## config.mk

```make
export PLATFORM = sky130hd
export DESIGN_NAME = packet_buffer_queue_manager
export DESIGN_NICKNAME = d
export VERILOG_FILES = /design/src/pbq_pkg.sv /design/src/packet_buffer_queue_manager.sv
export SDC_FILE = /design/constraint.sdc
export NUM_CORES = 1
export LEC_CHECK = 0
export ABC_CLOCK_PERIOD_IN_PS = 27400
export BUFFER_PORTS_ARGS = -buffer_cell sky130_fd_sc_hd__buf_2
export CORE_MARGIN = 2
export CORE_UTILIZATION = 45
export DETAILED_ROUTE_END_ITERATION = 6
export GPL_ROUTABILITY_DRIVEN = 0
export PLACE_DENSITY = 0.73
export SETUP_SLACK_MARGIN = 0.1
export SLEW_MARGIN = 20
export SYNTH_ARGS = -nofsm -noshare
export SYNTH_HDL_FRONTEND = slang
export SYNTH_SLANG_ARGS = --single-unit
export TNS_END_PERCENT = 20
```

## constraint.sdc

```tcl
create_clock -name clk_i -period 27.4 [get_ports clk_i]
set_clock_uncertainty 0.15 [all_clocks]
set_input_delay 2.74 -clock clk_i [delete_from_list [all_inputs] [get_ports clk_i]]
set_output_delay 2.74 -clock clk_i [all_outputs]
set_load 0.02 [all_outputs]
```

## src/pbq_pkg.sv

```systemverilog
package pbq_pkg;
   localparam int NPKT = 16;
   localparam int PNW = 4;
   localparam int NPAGE = 32;
   localparam int PGW = 6;
   localparam int MAXPG = 8;
   localparam int OFFW = 9;
   localparam int MAW = 13;
   localparam int QCW = 5;
   // register indices on the plain register port
   localparam logic [3:0] REG_CTRL = 4'h0;
   localparam logic [3:0] REG_CMD = 4'h1;
   localparam logic [3:0] REG_PNR = 4'h2;
   localparam logic [3:0] REG_ALLOC = 4'h3;
   localparam logic [3:0] REG_FIFO = 4'h4;
   localparam logic [3:0] REG_INT = 4'h5;
   localparam logic [3:0] REG_MASK = 4'h6;
   localparam logic [3:0] REG_PORT = 4'h7;
   // control bits
   localparam int CTRL_TXEN = 0;
   localparam int CTRL_RECEIVE_ENABLE_BIT = 1;
   localparam int CTRL_AUTO = 2;
   localparam int CTRL_BADSEL = 3;
   localparam int CTRL_FDX = 4;
   localparam logic [15:0] CTRL_RST = 16'h0004;
   localparam logic [15:0] CTRL_MASK = 16'h001F;
   // command field
   localparam int CMD_LSB = 13;
   localparam logic [2:0] CMD_ALLOC = 3'h1;
   localparam logic [2:0] CMD_ENQ = 3'h2;
   localparam logic [2:0] CMD_REL = 3'h3;
   localparam logic [2:0] CMD_RXREL = 3'h4;
   // interrupt bits
   localparam int NINT = 5;
   localparam int INT_RX = 0;
   localparam int INT_TX = 1;
   localparam int INT_DRAIN = 2;
   localparam int INT_ALLOC = 3;
   localparam int INT_RXBAD = 4;
   localparam logic [9:0] OFF_FIRST = 10'h002;

   typedef struct packed {
      logic [15:0] status;
      logic [10:0] bytes;
      logic crc_ok;
   } rx_end_t;

   typedef struct packed {
      logic we;
      logic [MAW-1:0] addr;
      logic [31:0] data;
   } mem_wr_t;

   // pages needed for a byte count, never less than one
   function automatic logic [3:0] pages_of(input logic [10:0] b);
      logic [11:0] s;
      s = {1'h0, b} + 12'h0FF;
      return (s[11:8] == 4'h0) ? 4'h1 : s[11:8];
   endfunction

   // logical word offset of a packet to physical buffer address
   function automatic logic [MAW-1:0] phys(input logic [PNW-1:0] pn, input logic [9:0] off);
      return {pn, off[OFFW-1:0]};
   endfunction
endpackage

```

## src/packet_buffer_queue_manager.sv

```systemverilog
// Local design decisions: the address map and the strobed register port.
`timescale 1ns/10ps
module packet_buffer_queue_manager (
   input wire logic clk_i, // device clock
   input wire logic srst_i, // synchronous reset, high
   input wire logic [3:0] reg_addr_i, // register index
   input wire logic [15:0] reg_wdata_i, // write data
   input wire logic reg_wr_i, // write strobe
   input wire logic reg_rd_i, // read strobe
   output logic [15:0] reg_rdata_o, // read data, cycle after strobe
   output logic irq_o, // masked interrupt level
   input wire logic tx_defer_ok_i, // half-duplex deferral permits send
   output logic tx_start_o, // pulse: packet handed to MAC
   output logic [3:0] tx_pkt_o, // packet number being sent
   input wire logic tx_done_i, // pulse: transmission finished
   input wire logic tx_ok_i, // with done: success
   input wire logic rx_start_i, // pulse: address-matched frame begins
   input wire logic rx_word_valid_i, // receive word valid
   input wire logic [31:0] rx_word_i, // receive word
   input wire logic rx_end_i, // pulse: frame end
   input wire pbq_pkg::rx_end_t rx_end_info_i, // status, byte count, crc result
   output logic rx_drop_o, // pulse: frame dropped on overrun
   output pbq_pkg::mem_wr_t mem_wr_o // packet buffer write port
);

   typedef enum logic [3:0] {
      RX_IDLE = 4'b0001,
      RX_DATA = 4'b0010,
      RX_STAT = 4'b0100,
      RX_CNT = 4'b1000
   } rx_state_t;

   // host-visible state
   logic [15:0] ctrl_q, ctrl_d;
   logic [3:0] pnr_q, pnr_d;
   logic [pbq_pkg::NINT-1:0] int_q, int_d, mask_q, mask_d;
   logic [3:0] fail_q, fail_d;
   logic last_ok_q, last_ok_d;
   logic [15:0] rdata_q, rdata_d;
   // memory manager state
   logic [pbq_pkg::NPKT-1:0] free_q, free_d;
   logic [3:0] pg_q [pbq_pkg::NPKT];
   logic [3:0] pg_d [pbq_pkg::NPKT];
   logic [pbq_pkg::PGW-1:0] fpg_q, fpg_d;
   logic apend_q, apend_d;
   logic [3:0] aneed_q, aneed_d;
   logic [3:0] ares_q, ares_d;
   // queues and transmit path
   logic [3:0] tq_q [pbq_pkg::NPKT];
   logic [3:0] tq_d [pbq_pkg::NPKT];
   logic [3:0] rq_q [pbq_pkg::NPKT];
   logic [3:0] rq_d [pbq_pkg::NPKT];
   logic [3:0] tw_q, tw_d, tr_q, tr_d, rw_q, rw_d, rr_q, rr_d;
   logic [pbq_pkg::QCW-1:0] tc_q, tc_d, rc_q, rc_d;
   logic tbusy_q, tbusy_d, tstart_q, tstart_d;
   logic [3:0] tpkt_q, tpkt_d;
   // receive path
   rx_state_t st_q, st_d;
   logic [3:0] rpn_q, rpn_d;
   logic [9:0] off_q, off_d;
   pbq_pkg::rx_end_t end_q, end_d;
   pbq_pkg::mem_wr_t mem_q, mem_d;
   logic drop_q, drop_d;

   logic [2:0] cmd;
   logic cmd_wr, alloc_cmd, enq_cmd, rel_cmd, rxrel_cmd;
   logic tx_go, fin_ok, fin_bad, rx_pop;
   logic any_free, rx_pn_ok, rx_pg_ok, host_ok;
   logic [3:0] ff;
   logic [9:0] cap;
   logic room, want_pn, want_pg, drop_rel, bad_rel, rx_push;
   logic [pbq_pkg::NINT-1:0] stat;

   // lowest free packet number
   function automatic logic [3:0] first_free(input logic [pbq_pkg::NPKT-1:0] m);
      logic [3:0] r;
      r = 4'h0;
      for (int i = pbq_pkg::NPKT - 1; i >= 0; i--)
      begin
         if (m[i])
         begin
            r = 4'(i);
         end
      end
      return r;
   endfunction

   // ************************************************************
   // command decode and event terms
   // ************************************************************

   // commands act in the cycle of the write strobe
   assign cmd = reg_wdata_i[pbq_pkg::CMD_LSB +: 3];
   assign cmd_wr = reg_wr_i && (reg_addr_i == pbq_pkg::REG_CMD);
   assign alloc_cmd = cmd_wr && (cmd == pbq_pkg::CMD_ALLOC);
   assign enq_cmd = cmd_wr && (cmd == pbq_pkg::CMD_ENQ);
   assign rel_cmd = cmd_wr && (cmd == pbq_pkg::CMD_REL);
   assign rxrel_cmd = cmd_wr && (cmd == pbq_pkg::CMD_RXREL);
   // send only when enabled and, in half duplex, when deferral allows
   assign tx_go = !tbusy_q && (tc_q != 5'h00) && ctrl_q[pbq_pkg::CTRL_TXEN]
      && (ctrl_q[pbq_pkg::CTRL_FDX] || tx_defer_ok_i);
   assign fin_ok = tx_done_i && tbusy_q && tx_ok_i;
   assign fin_bad = tx_done_i && tbusy_q && !tx_ok_i;
   assign rx_pop = rxrel_cmd && (rc_q != 5'h00);

   // receive wants never depend on grants, which keeps the loop open
   assign cap = {pg_q[rpn_q], 6'h00};
   assign room = off_q < cap;
   assign want_pn = (st_q == RX_IDLE) && rx_start_i && ctrl_q[pbq_pkg::CTRL_RECEIVE_ENABLE_BIT];
   assign want_pg = (st_q == RX_DATA) && rx_word_valid_i && !room && (pg_q[rpn_q] != 4'(pbq_pkg::MAXPG));
   assign drop_rel = (st_q == RX_DATA) && rx_word_valid_i && !room && !rx_pg_ok;
   assign bad_rel = (st_q == RX_CNT) && !end_q.crc_ok;
   assign rx_push = (st_q == RX_CNT) && end_q.crc_ok;

   // grants: receive before host so a frame never waits on software
   assign any_free = |free_q;
   assign ff = first_free(free_q);
   assign rx_pn_ok = want_pn && any_free && (fpg_q != 6'h00);
   assign rx_pg_ok = want_pg && (fpg_q != 6'h00);
   assign host_ok = apend_q && !want_pn && !want_pg && any_free && (fpg_q >= {2'h0, aneed_q});

   // ************************************************************
   // memory manager
   // ************************************************************

   // frees are summed first, then at most one grant takes pages
   always_comb
   begin
      logic [pbq_pkg::NPKT-1:0] rel;
      logic [pbq_pkg::PGW:0] add;
      logic [pbq_pkg::PGW:0] take;
      rel = '0;
      add = 7'h00;
      take = 7'h00;
      free_d = free_q;
      pg_d = pg_q;
      apend_d = apend_q;
      aneed_d = aneed_q;
      ares_d = ares_q;
      if (fin_ok && ctrl_q[pbq_pkg::CTRL_AUTO])
      begin
         rel[tpkt_q] = 1'h1;
      end
      if (rel_cmd)
      begin
         rel[pnr_q] = 1'h1;
      end
      if (rx_pop)
      begin
         rel[rq_q[rr_q]] = 1'h1;
      end
      if (drop_rel || bad_rel)
      begin
         rel[rpn_q] = 1'h1;
      end
      for (int i = 0; i < pbq_pkg::NPKT; i++)
      begin
         if (rel[i])
         begin
            add = add + {3'h0, pg_q[i]};
            free_d[i] = 1'h1;
            pg_d[i] = 4'h0;
         end
      end
      if (rx_pn_ok)
      begin
         free_d[ff] = 1'h0;
         pg_d[ff] = 4'h1;
         take = 7'h01;
      end
      else if (rx_pg_ok)
      begin
         pg_d[rpn_q] = pg_q[rpn_q] + 4'h1;
         take = 7'h01;
      end
      else if (host_ok)
      begin
         free_d[ff] = 1'h0;
         pg_d[ff] = aneed_q;
         take = {3'h0, aneed_q};
         apend_d = 1'h0;
         ares_d = ff;
      end
      if (alloc_cmd)
      begin
         apend_d = 1'h1;
         aneed_d = pbq_pkg::pages_of(reg_wdata_i[10:0]);
      end
      fpg_d = 6'({1'h0, fpg_q} + add - take);
   end

   // memory manager registers
   always_ff @(posedge clk_i)
   begin
      if (srst_i)
      begin
         free_q <= '1;
         pg_q <= '{default: 4'h0};
         fpg_q <= 6'(pbq_pkg::NPAGE);
         apend_q <= 1'h0;
         aneed_q <= 4'h0;
         ares_q <= 4'h0;
      end
      else
      begin
         free_q <= free_d;
         pg_q <= pg_d;
         fpg_q <= fpg_d;
         apend_q <= apend_d;
         aneed_q <= aneed_d;
         ares_q <= ares_d;
      end
   end

   // ************************************************************
   // packet queues and transmit hand-off
   // ************************************************************

   // a push onto a full queue is ignored, so a double enqueue cannot wrap
   always_comb
   begin
      tq_d = tq_q;
      tw_d = tw_q;
      tr_d = tr_q;
      tc_d = tc_q;
      rq_d = rq_q;
      rw_d = rw_q;
      rr_d = rr_q;
      rc_d = rc_q;
      tbusy_d = tbusy_q;
      tpkt_d = tpkt_q;
      tstart_d = tx_go;
      if (enq_cmd && (tc_q != 5'(pbq_pkg::NPKT)))
      begin
         tq_d[tw_q] = pnr_q;
         tw_d = tw_q + 4'h1;
         tc_d = tc_d + 5'h01;
      end
      if (tx_go)
      begin
         tpkt_d = tq_q[tr_q];
         tr_d = tr_q + 4'h1;
         tc_d = tc_d - 5'h01;
         tbusy_d = 1'h1;
      end
      else if (tx_done_i)
      begin
         tbusy_d = 1'h0;
      end
      if (rx_push && (rc_q != 5'(pbq_pkg::NPKT)))
      begin
         rq_d[rw_q] = rpn_q;
         rw_d = rw_q + 4'h1;
         rc_d = rc_d + 5'h01;
      end
      if (rx_pop)
      begin
         rr_d = rr_q + 4'h1;
         rc_d = rc_d - 5'h01;
      end
   end

   // queue registers
   always_ff @(posedge clk_i)
   begin
      if (srst_i)
      begin
         tq_q <= '{default: 4'h0};
         rq_q <= '{default: 4'h0};
         tw_q <= 4'h0;
         tr_q <= 4'h0;
         tc_q <= 5'h00;
         rw_q <= 4'h0;
         rr_q <= 4'h0;
         rc_q <= 5'h00;
         tbusy_q <= 1'h0;
         tpkt_q <= 4'h0;
         tstart_q <= 1'h0;
      end
      else
      begin
         tq_q <= tq_d;
         rq_q <= rq_d;
         tw_q <= tw_d;
         tr_q <= tr_d;
         tc_q <= tc_d;
         rw_q <= rw_d;
         rr_q <= rr_d;
         rc_q <= rc_d;
         tbusy_q <= tbusy_d;
         tpkt_q <= tpkt_d;
         tstart_q <= tstart_d;
      end
   end

   // ************************************************************
   // receive engine
   // ************************************************************

   // data starts at word two; words zero and one are filled at frame end
   always_comb
   begin
      st_d = st_q;
      rpn_d = rpn_q;
      off_d = off_q;
      end_d = end_q;
      mem_d = '0;
      drop_d = 1'h0;
      case (st_q)
         RX_IDLE:
         begin
            if (want_pn)
            begin
               if (rx_pn_ok)
               begin
                  rpn_d = ff;
                  off_d = pbq_pkg::OFF_FIRST;
                  st_d = RX_DATA;
               end
               else
               begin
                  drop_d = 1'h1; // no memory at all: frame lost
               end
            end
         end
         RX_DATA:
         begin
            if (rx_word_valid_i)
            begin
               if (room || rx_pg_ok)
               begin
                  mem_d.we = 1'h1;
                  mem_d.addr = pbq_pkg::phys(rpn_q, off_q);
                  mem_d.data = rx_word_i;
                  off_d = off_q + 10'h001;
               end
               else
               begin
                  drop_d = 1'h1;
                  st_d = RX_IDLE;
               end
            end
            else if (rx_end_i)
            begin
               end_d = rx_end_info_i;
               st_d = RX_STAT;
            end
         end
         RX_STAT:
         begin
            mem_d.we = 1'h1;
            mem_d.addr = pbq_pkg::phys(rpn_q, 10'h000);
            mem_d.data = {16'h0000, end_q.status};
            st_d = RX_CNT;
         end
         RX_CNT:
         begin
            mem_d.we = 1'h1;
            mem_d.addr = pbq_pkg::phys(rpn_q, 10'h001);
            mem_d.data = {21'h000000, end_q.bytes};
            st_d = RX_IDLE;
         end
         default:
         begin
            st_d = RX_IDLE;
         end
      endcase
   end

   // receive registers
   always_ff @(posedge clk_i)
   begin
      if (srst_i)
      begin
         st_q <= RX_IDLE;
         rpn_q <= 4'h0;
         off_q <= 10'h000;
         end_q <= '0;
         mem_q <= '0;
         drop_q <= 1'h0;
      end
      else
      begin
         st_q <= st_d;
         rpn_q <= rpn_d;
         off_q <= off_d;
         end_q <= end_d;
         mem_q <= mem_d;
         drop_q <= drop_d;
      end
   end

   // ************************************************************
   // host registers and flags
   // ************************************************************

   // receive flag is a level of the queue, so it cannot be cleared early
   assign stat = {int_q[pbq_pkg::NINT-1:1], (rc_q != 5'h00) || int_q[pbq_pkg::INT_RXBAD]};

   // clears come first so a same-cycle event still sets its flag
   always_comb
   begin
      ctrl_d = ctrl_q;
      pnr_d = pnr_q;
      mask_d = mask_q;
      int_d = int_q;
      fail_d = fail_q;
      last_ok_d = last_ok_q;
      rdata_d = 16'h0000;
      if (reg_wr_i)
      begin
         case (reg_addr_i)
            pbq_pkg::REG_CTRL: ctrl_d = reg_wdata_i & pbq_pkg::CTRL_MASK;
            pbq_pkg::REG_PNR: pnr_d = reg_wdata_i[3:0];
            pbq_pkg::REG_MASK: mask_d = reg_wdata_i[pbq_pkg::NINT-1:0];
            pbq_pkg::REG_INT: int_d = int_q & ~reg_wdata_i[pbq_pkg::NINT-1:0];
            default: ctrl_d = ctrl_d;
         endcase
      end
      if (fin_bad)
      begin
         ctrl_d[pbq_pkg::CTRL_TXEN] = 1'h0;
         int_d[pbq_pkg::INT_TX] = 1'h1;
         fail_d = tpkt_q;
      end
      if (tx_done_i && tbusy_q)
      begin
         last_ok_d = tx_ok_i;
      end
      if (fin_ok && (tc_q == 5'h00))
      begin
         int_d[pbq_pkg::INT_DRAIN] = 1'h1;
      end
      if (host_ok)
      begin
         int_d[pbq_pkg::INT_ALLOC] = 1'h1;
      end
      if (bad_rel && ctrl_q[pbq_pkg::CTRL_BADSEL])
      begin
         int_d[pbq_pkg::INT_RXBAD] = 1'h1;
      end
      int_d[pbq_pkg::INT_RX] = 1'h0;
      if (reg_rd_i)
      begin
         case (reg_addr_i)
            pbq_pkg::REG_CTRL: rdata_d = ctrl_q;
            pbq_pkg::REG_CMD: rdata_d = {15'h0000, apend_q};
            pbq_pkg::REG_PNR: rdata_d = {12'h000, pnr_q};
            pbq_pkg::REG_ALLOC: rdata_d = {8'h00, apend_q, 3'h0, ares_q};
            pbq_pkg::REG_FIFO: rdata_d = {rc_q == 5'h00, 3'h0, rq_q[rr_q], tc_q == 5'h00, 3'h0, fail_q};
            pbq_pkg::REG_INT: rdata_d = {11'h000, stat};
            pbq_pkg::REG_MASK: rdata_d = {11'h000, mask_q};
            pbq_pkg::REG_PORT: rdata_d = {2'h0, fpg_q, 7'h00, last_ok_q};
            default: rdata_d = 16'h0000;
         endcase
      end
   end

   // host register file
   always_ff @(posedge clk_i)
   begin
      if (srst_i)
      begin
         ctrl_q <= pbq_pkg::CTRL_RST;
         pnr_q <= 4'h0;
         mask_q <= '0;
         int_q <= '0;
         fail_q <= 4'h0;
         last_ok_q <= 1'h0;
         rdata_q <= 16'h0000;
      end
      else
      begin
         ctrl_q <= ctrl_d;
         pnr_q <= pnr_d;
         mask_q <= mask_d;
         int_q <= int_d;
         fail_q <= fail_d;
         last_ok_q <= last_ok_d;
         rdata_q <= rdata_d;
      end
   end

   // outputs, all from flops except the masked interrupt
   assign reg_rdata_o = rdata_q;
   assign irq_o = |(stat & mask_q);
   assign tx_start_o = tstart_q;
   assign tx_pkt_o = tpkt_q;
   assign rx_drop_o = drop_q;
   assign mem_wr_o = mem_q;

endmodule

```

---- Yosys cells after proc, flatten, opt, wreduce, memory -nomap -nowiden ----
Cells that the tools add are included.
operators by class
  reduce and logical (&&, ||, !) cells .... 87
  magnitude comparators ................... 22
  muxes and demuxes ....................... 145
  $mul .................................... 0
  $add $sub $neg .......................... 28
  div/mod/pow operators ................... 0
  eq/ne operators ......................... 26
  shift-type cells ........................ 0
  bitwise gates (word level) .............. 21
operator list
  kind                                                        count
  bitwise mux 64 bit                                          4
  2-to-1 mux 4 bit                                            52
  2-to-1 mux 64 bit                                           3
  case mux 46 bit (3 select lines)                            1
  case mux 16 bit (8 select lines)                            1
  2-to-1 mux 16 bit                                           7
  2-to-1 mux 46 bit                                           2
  2-to-1 mux 6 bit                                            15
  adder 6 x 4 -> 6 bit                                        14
  demux 4 bit (select 4 bit)                                  4
  bitwise OR 16 bit                                           4
  bitwise AND 48 bit                                          1
  binary-select mux 4 bit (select 4 bit)                      3
  NOT 48 bit                                                  1
  logical AND 1 bit                                           41
  2-to-1 mux 10 bit                                           4
  2-to-1 mux 1 bit                                            35
  >= comparator 5 bit, second input constant                  6
  2-to-1 mux 5 bit                                            6
  NOT 4 -> 5 bit                                              6
  less-than comparator 4 x 5 -> 1 bit, second input constant  5
  nonzero test 2 bit                                          11
  adder 4 x 1 -> 4 bit, second input constant                 5
  demux 1 bit (select 4 bit)                                  5
  44 further kinds                                            93
word-level totals
  logic and storage cells ................. 413
  memories ................................ 0
  bits in latches ......................... 0
  output and inout port bits .............. 69
  ROM bits ................................ 0
  bits in registers ....................... 388
  memory bits (writable) .................. 0
  input bits .............................. 90

---- Depth between registers and ports, before layout ----
  depth in word-level cells ............... 46
  mapped depth ............................ 91
  gate-level depth less buffers ........... 88

---- Worst setup path after synthesis ----
Ideal clock, no wire load.
  kind .................................... input-to-reg
  start ................................... in reg_addr_i[2]
  end ..................................... reg fpg_q[5] (netlist bit)
  library setup time ...................... 120 ps
  data required time ...................... 27130 ps
  data arrival time ....................... 19241 ps
  setup slack ............................. 7889 ps
  stages on the path ...................... 75
  buffers on the path ..................... 1
  cell sequence ........................... clkbuf_1 -> nor3b_1 -> nand2_1 -> nand4b_1 -> nor3_4 -> a21oi_1 -> o21ai_1 -> and2_1 -> ha_1 -> inv_1 -> fa_1 -> or2_2 -> and2_1 -> fa_1 -> nor2b_1 -> a31oi_1 -> inv_1 -> fa_1 -> [39 not listed] -> mux2_2 -> fa_1 -> xnor2_1 -> a21oi_1 -> o21ai_0 -> fa_1 -> ha_1 -> a21o_1 -> a21o_1 -> a21oi_1 -> xnor2_1 -> xnor2_1 -> xnor2_1 -> xnor2_1 -> xnor3_1 -> xnor2_1 -> xnor2_1 -> or2_1
on the way
  longest elaborated chain between the ends .. 41
  elaborated cells on any way between the ends .. 43
  those cells by class .................... 17 x add/sub; 1 x eq/ne; 19 x mux; 2 x bitwise; 4 x reduce/logical
ends and longest elaborated chain
  element                           RTL line                            RTL
  start, declared                   packet_buffer_queue_manager.sv:6    input wire logic [3:0] reg_addr_i,
  equality test 4 x 1 -> 1 bit (*)  packet_buffer_queue_manager.sv:94   assign cmd_wr = reg_wr_i && (reg_addr_i == pbq_pkg::REG_CMD);
  logical AND 1 bit (*)             packet_buffer_queue_manager.sv:94
  logical AND 1 bit                 packet_buffer_queue_manager.sv:97   assign rel_cmd = cmd_wr && (cmd == pbq_pkg::CMD_REL);
  2-to-1 mux 16 bit                 packet_buffer_queue_manager.sv:144  if (rel_cmd)
  bitwise OR 16 bit (no line)       -
  2-to-1 mux 16 bit (*)             packet_buffer_queue_manager.sv:148  if (rx_pop)
  bitwise OR 16 bit (no line)       -
  2-to-1 mux 16 bit (*)             packet_buffer_queue_manager.sv:152  if (drop_rel || bad_rel)
  [25 not listed]                   -
  adder 6 x 4 -> 6 bit              packet_buffer_queue_manager.sv:160  add = add + {3'h0, pg_q[i]};
  2-to-1 mux 6 bit                  packet_buffer_queue_manager.sv:158  if (rel[i])
  adder 6 x 4 -> 6 bit              packet_buffer_queue_manager.sv:160
  2-to-1 mux 6 bit                  packet_buffer_queue_manager.sv:158
  adder 6 x 4 -> 6 bit              packet_buffer_queue_manager.sv:160
  2-to-1 mux 6 bit (*)              packet_buffer_queue_manager.sv:158
  adder 6 bit (*)                   packet_buffer_queue_manager.sv:189  fpg_d = 6'({1'h0, fpg_q} + add - take);
  subtractor 6 bit (*)              packet_buffer_queue_manager.sv:189
  end signal, assigned              packet_buffer_queue_manager.sv:199  fpg_q <= 6'(pbq_pkg::NPAGE);
  end signal, assigned              packet_buffer_queue_manager.sv:208  fpg_q <= fpg_d;
  end, declared                     packet_buffer_queue_manager.sv:44   logic [pbq_pkg::PGW-1:0] fpg_q, fpg_d;
Every way passes the cells marked *; elsewhere a longest branch is shown, timed or not.
A chain may end at the register's enable or synchronous reset.

---- Worst setup path after layout ----
  start ................................... in reg_addr_i[0]
  end ..................................... reg fpg_q[5] (netlist bit)
Same word-level chain as after synthesis.

==> run summary <==
Status = finished with violations
Failing checks = design-rule violations
Non-Filler Instances = 3692
Slew HR = 18.6%
Antenna violations before repair = 2
Initial Utilization = 45.7%
Crit Path Class = input pin to flop
Clock sinks = 384
Fmax = 0.0456 GHz
Final period util = 80.1%
Post-CTS setup buffers = 0
Max IR drop VDD = 0.0000484 V
Vias in the first global route = 19900
Post-synthesis cell area = 23500 µm²
CTS root buf = clkbuf_16
Max clock buf depth = 3
DP Wirelength = 49900 µm
Initial DRC count = 2452
Worst min path class = flop to flop
Final setup TNS = 0 ps
Die H = 232 µm
I/O Pins = 159
Most common cell after layout, fill and taps aside = nand2_1
R2R Path Start = rpn_q[1]
Antenna-violating nets left = 0
Worst Hold Path EP = tq_q[50]
Worst slew pin tran = 1220 ps
Vias/cell = 5.90
Part of the Yosys area used for sequential elements = 32.7%
PostCTS Resize Cnt = 0
Period minus WS final = 21940 ps
Worst Hold Depth = 2
Hold Fails Final Rpt = 0
H-tree levels = 2
Highest fanout seen on the critical path = 20
Worst EP arrival = 22240 ps
Commonest cells after routing, fill and taps aside = nand2_1, dfxtp_1, a21oi_1
Hold_ws = 303 ps
Num CTS Buffers = 41
Drt wl/cell = 19.2 µm
Hold buffer count at CTS = 0
Top_reg_cell synth = dfxtp_1
EDFF count, synth = 0
Pwr/cell area = 46.4 nW/µm²
Hold wc startpoint = tq_q[50]
Drt pass-1 iters = 7
CP most frequent cell = fa_1
Nets = 3180
# rows = 83
Residual DRC count = 10
Startpoint Class = input pin
Port bufs = 153
Core region area = 51400 µm²
# Max-Cap Violations = 0
Overflow after GRT = 0
RSZ-0062 raised after global routing = false
Netlist cell types = 102
Fillers = 4868
Largest net degree at the start of global routing = 97
Die area = 54000 µm²
Synth Warn # = 0
Synth Register Bits = 384
Post-Syn Area per Cell = 8.03 µm²
DR vias = 21800
All-Layer GR Usage = 25.6%
Skew-Pair Late Insertion Delay = 580 ps
First-pass GRT wire length = 111000 µm
Fin. max-slew vios = 0
RR Endpoint = fpg_q[5]
Drt total wl = 70800 µm
Crit path largest cell delay = 580 ps
Synthesized instance count = 2926
CTS tree = yes
Layout cells sized above 1 = 13.9%
Crit end category = flop
FFs w/ async S/R, synth = 0%
Die width = 232 µm
CP required = 27700 ps
R2r worst-path depth = 83
Placed Cells = 3614
Clk pin slew, worst setup/hold paths = 60 ps
Flop2flop setup slack = 5870 ps
Area growth, synth to finish = 11.6%
Setup-failing EPs final = 0
Leak = 10.2 nW
CP max stage cell = nand4b_1
[layer usage]
metal  track usage, %  vias up  wire length [µm]
met1             35.3    10200             30100
met4             11.8        2              3310
met2             38.6      974             31100
met3             4.93      174              6230
met5                0        -                11
li1                 -    10400                 -
[layout make-up]
type | instances | area [µm²] | share of cell area (%)
diodes | 2 | 5.00 | 0.0191
clock buffers | 56 | 1210 | 4.64
clock inverters | 20 | 226 | 0.864
inverters | 106 | 398 | 1.52
multi-input cells | 2247 | 14700 | 56.2
flip-flops and latches | 384 | 7690 | 29.3
well taps | 680 | 851 | 3.25
repair buffers | 197 | 1110 | 4.22
[worst max-delay path by stage]
stage | from | end | slack (ps)
2_1_floorplan | reg_addr_i[2] | fpg_q[5] | 7890
3_5_place_dp | reg_addr_i[0] | fpg_q[5] | 5090
3_3_place_gp | reg_addr_i[0] | fpg_q[5] | 5390
4_1_cts | reg_addr_i[0] | fpg_q[5] | 5630
6_report | reg_addr_i[0] | fpg_q[5] | 5460
5_1_grt | reg_addr_i[0] | fpg_q[5] | 4120
[sequential cells by signal, indices dropped and copies added, names as in the netlist, 10 cells and up]
register and flops:
end_q 28, free_q 16, mem_wr_o 46, off_q 10, pg_q 64, reg_rdata_o 13
rq_q 64, tq_q 64
[synthesized netlist by cell type (19+ instances only)]
| master | count | area, µm² |
|---|---|---|
| ha_1 | 94 | 1180 |
| nor3_1 | 42 | 210 |
| a21o_1 | 45 | 338 |
| o21ai_0 | 167 | 836 |
| mux2_2 | 37 | 417 |
| nor2_1 | 295 | 1110 |
| mux4_2 | 49 | 1100 |
| clkbuf_1 | 156 | 586 |
| inv_1 | 104 | 390 |
| a32oi_1 | 28 | 245 |
| xnor2_1 | 49 | 429 |
| a222oi_1 | 27 | 270 |
| fa_1 | 19 | 380 |
| and2_1 | 51 | 319 |
| dfxtp_1 | 384 | 7690 |
| and3_1 | 20 | 125 |
| nand3_1 | 80 | 400 |
| mux2i_1 | 88 | 881 |
| nand2b_1 | 25 | 156 |
| nand2_1 | 488 | 1830 |
| nor2b_1 | 44 | 275 |
| a21oi_1 | 308 | 1540 |
| xor2_1 | 36 | 315 |
[through the flow]
step	power, W	util, %	worst slack, ps	area [µm²]
2_1_floorplan	0.000608	-	7890	23500
3_3_place_gp	0.000631	48.1	5390	24700
3_5_place_dp	0.000631	48.1	5090	24700
4_1_cts	0.00122	50.9	5630	26200
5_1_grt	0.00125	51.0	4120	26200
6_report	0.00122	51.0	5460	26200
[power by group]
part           switching, W  internal (W)  total (W)
Clock              0.000245      0.000351   0.000595
Combinational     0.0000362     0.0000209  0.0000571
Sequential       0.00000275      0.000560   0.000563
[cells by family (layout without fill, tap and decap cells)]
family                     count (synthesis)  count (layout)  share of synthesized area [%]
xor gates and xnor gates                  92              92                           3.81
AOI/OAI and AO/OA                        738             738                           19.6
buffers and inverters                    297             379                           5.08
DFF                                      384             384                           32.7
adders and majority gates                113             113                           6.63
other                                      1               5                         0.0160
and+or+nand+nor                         1120            1120                           21.3
muxes                                    181             181                           10.8
[critical path, delay by kind of cell]
kind | cells | cell delay [ps]
AO/OA/AOI/OAI | 19 | 4270
multiplexers | 3 | 540
AND/OR/NAND/NOR | 19 | 3750
adder cells (fa/ha/maj) | 18 | 7400
XOR/XNOR | 11 | 2400
buffers and inverters | 10 | 1080
Power figures use the tool's default switching activity.
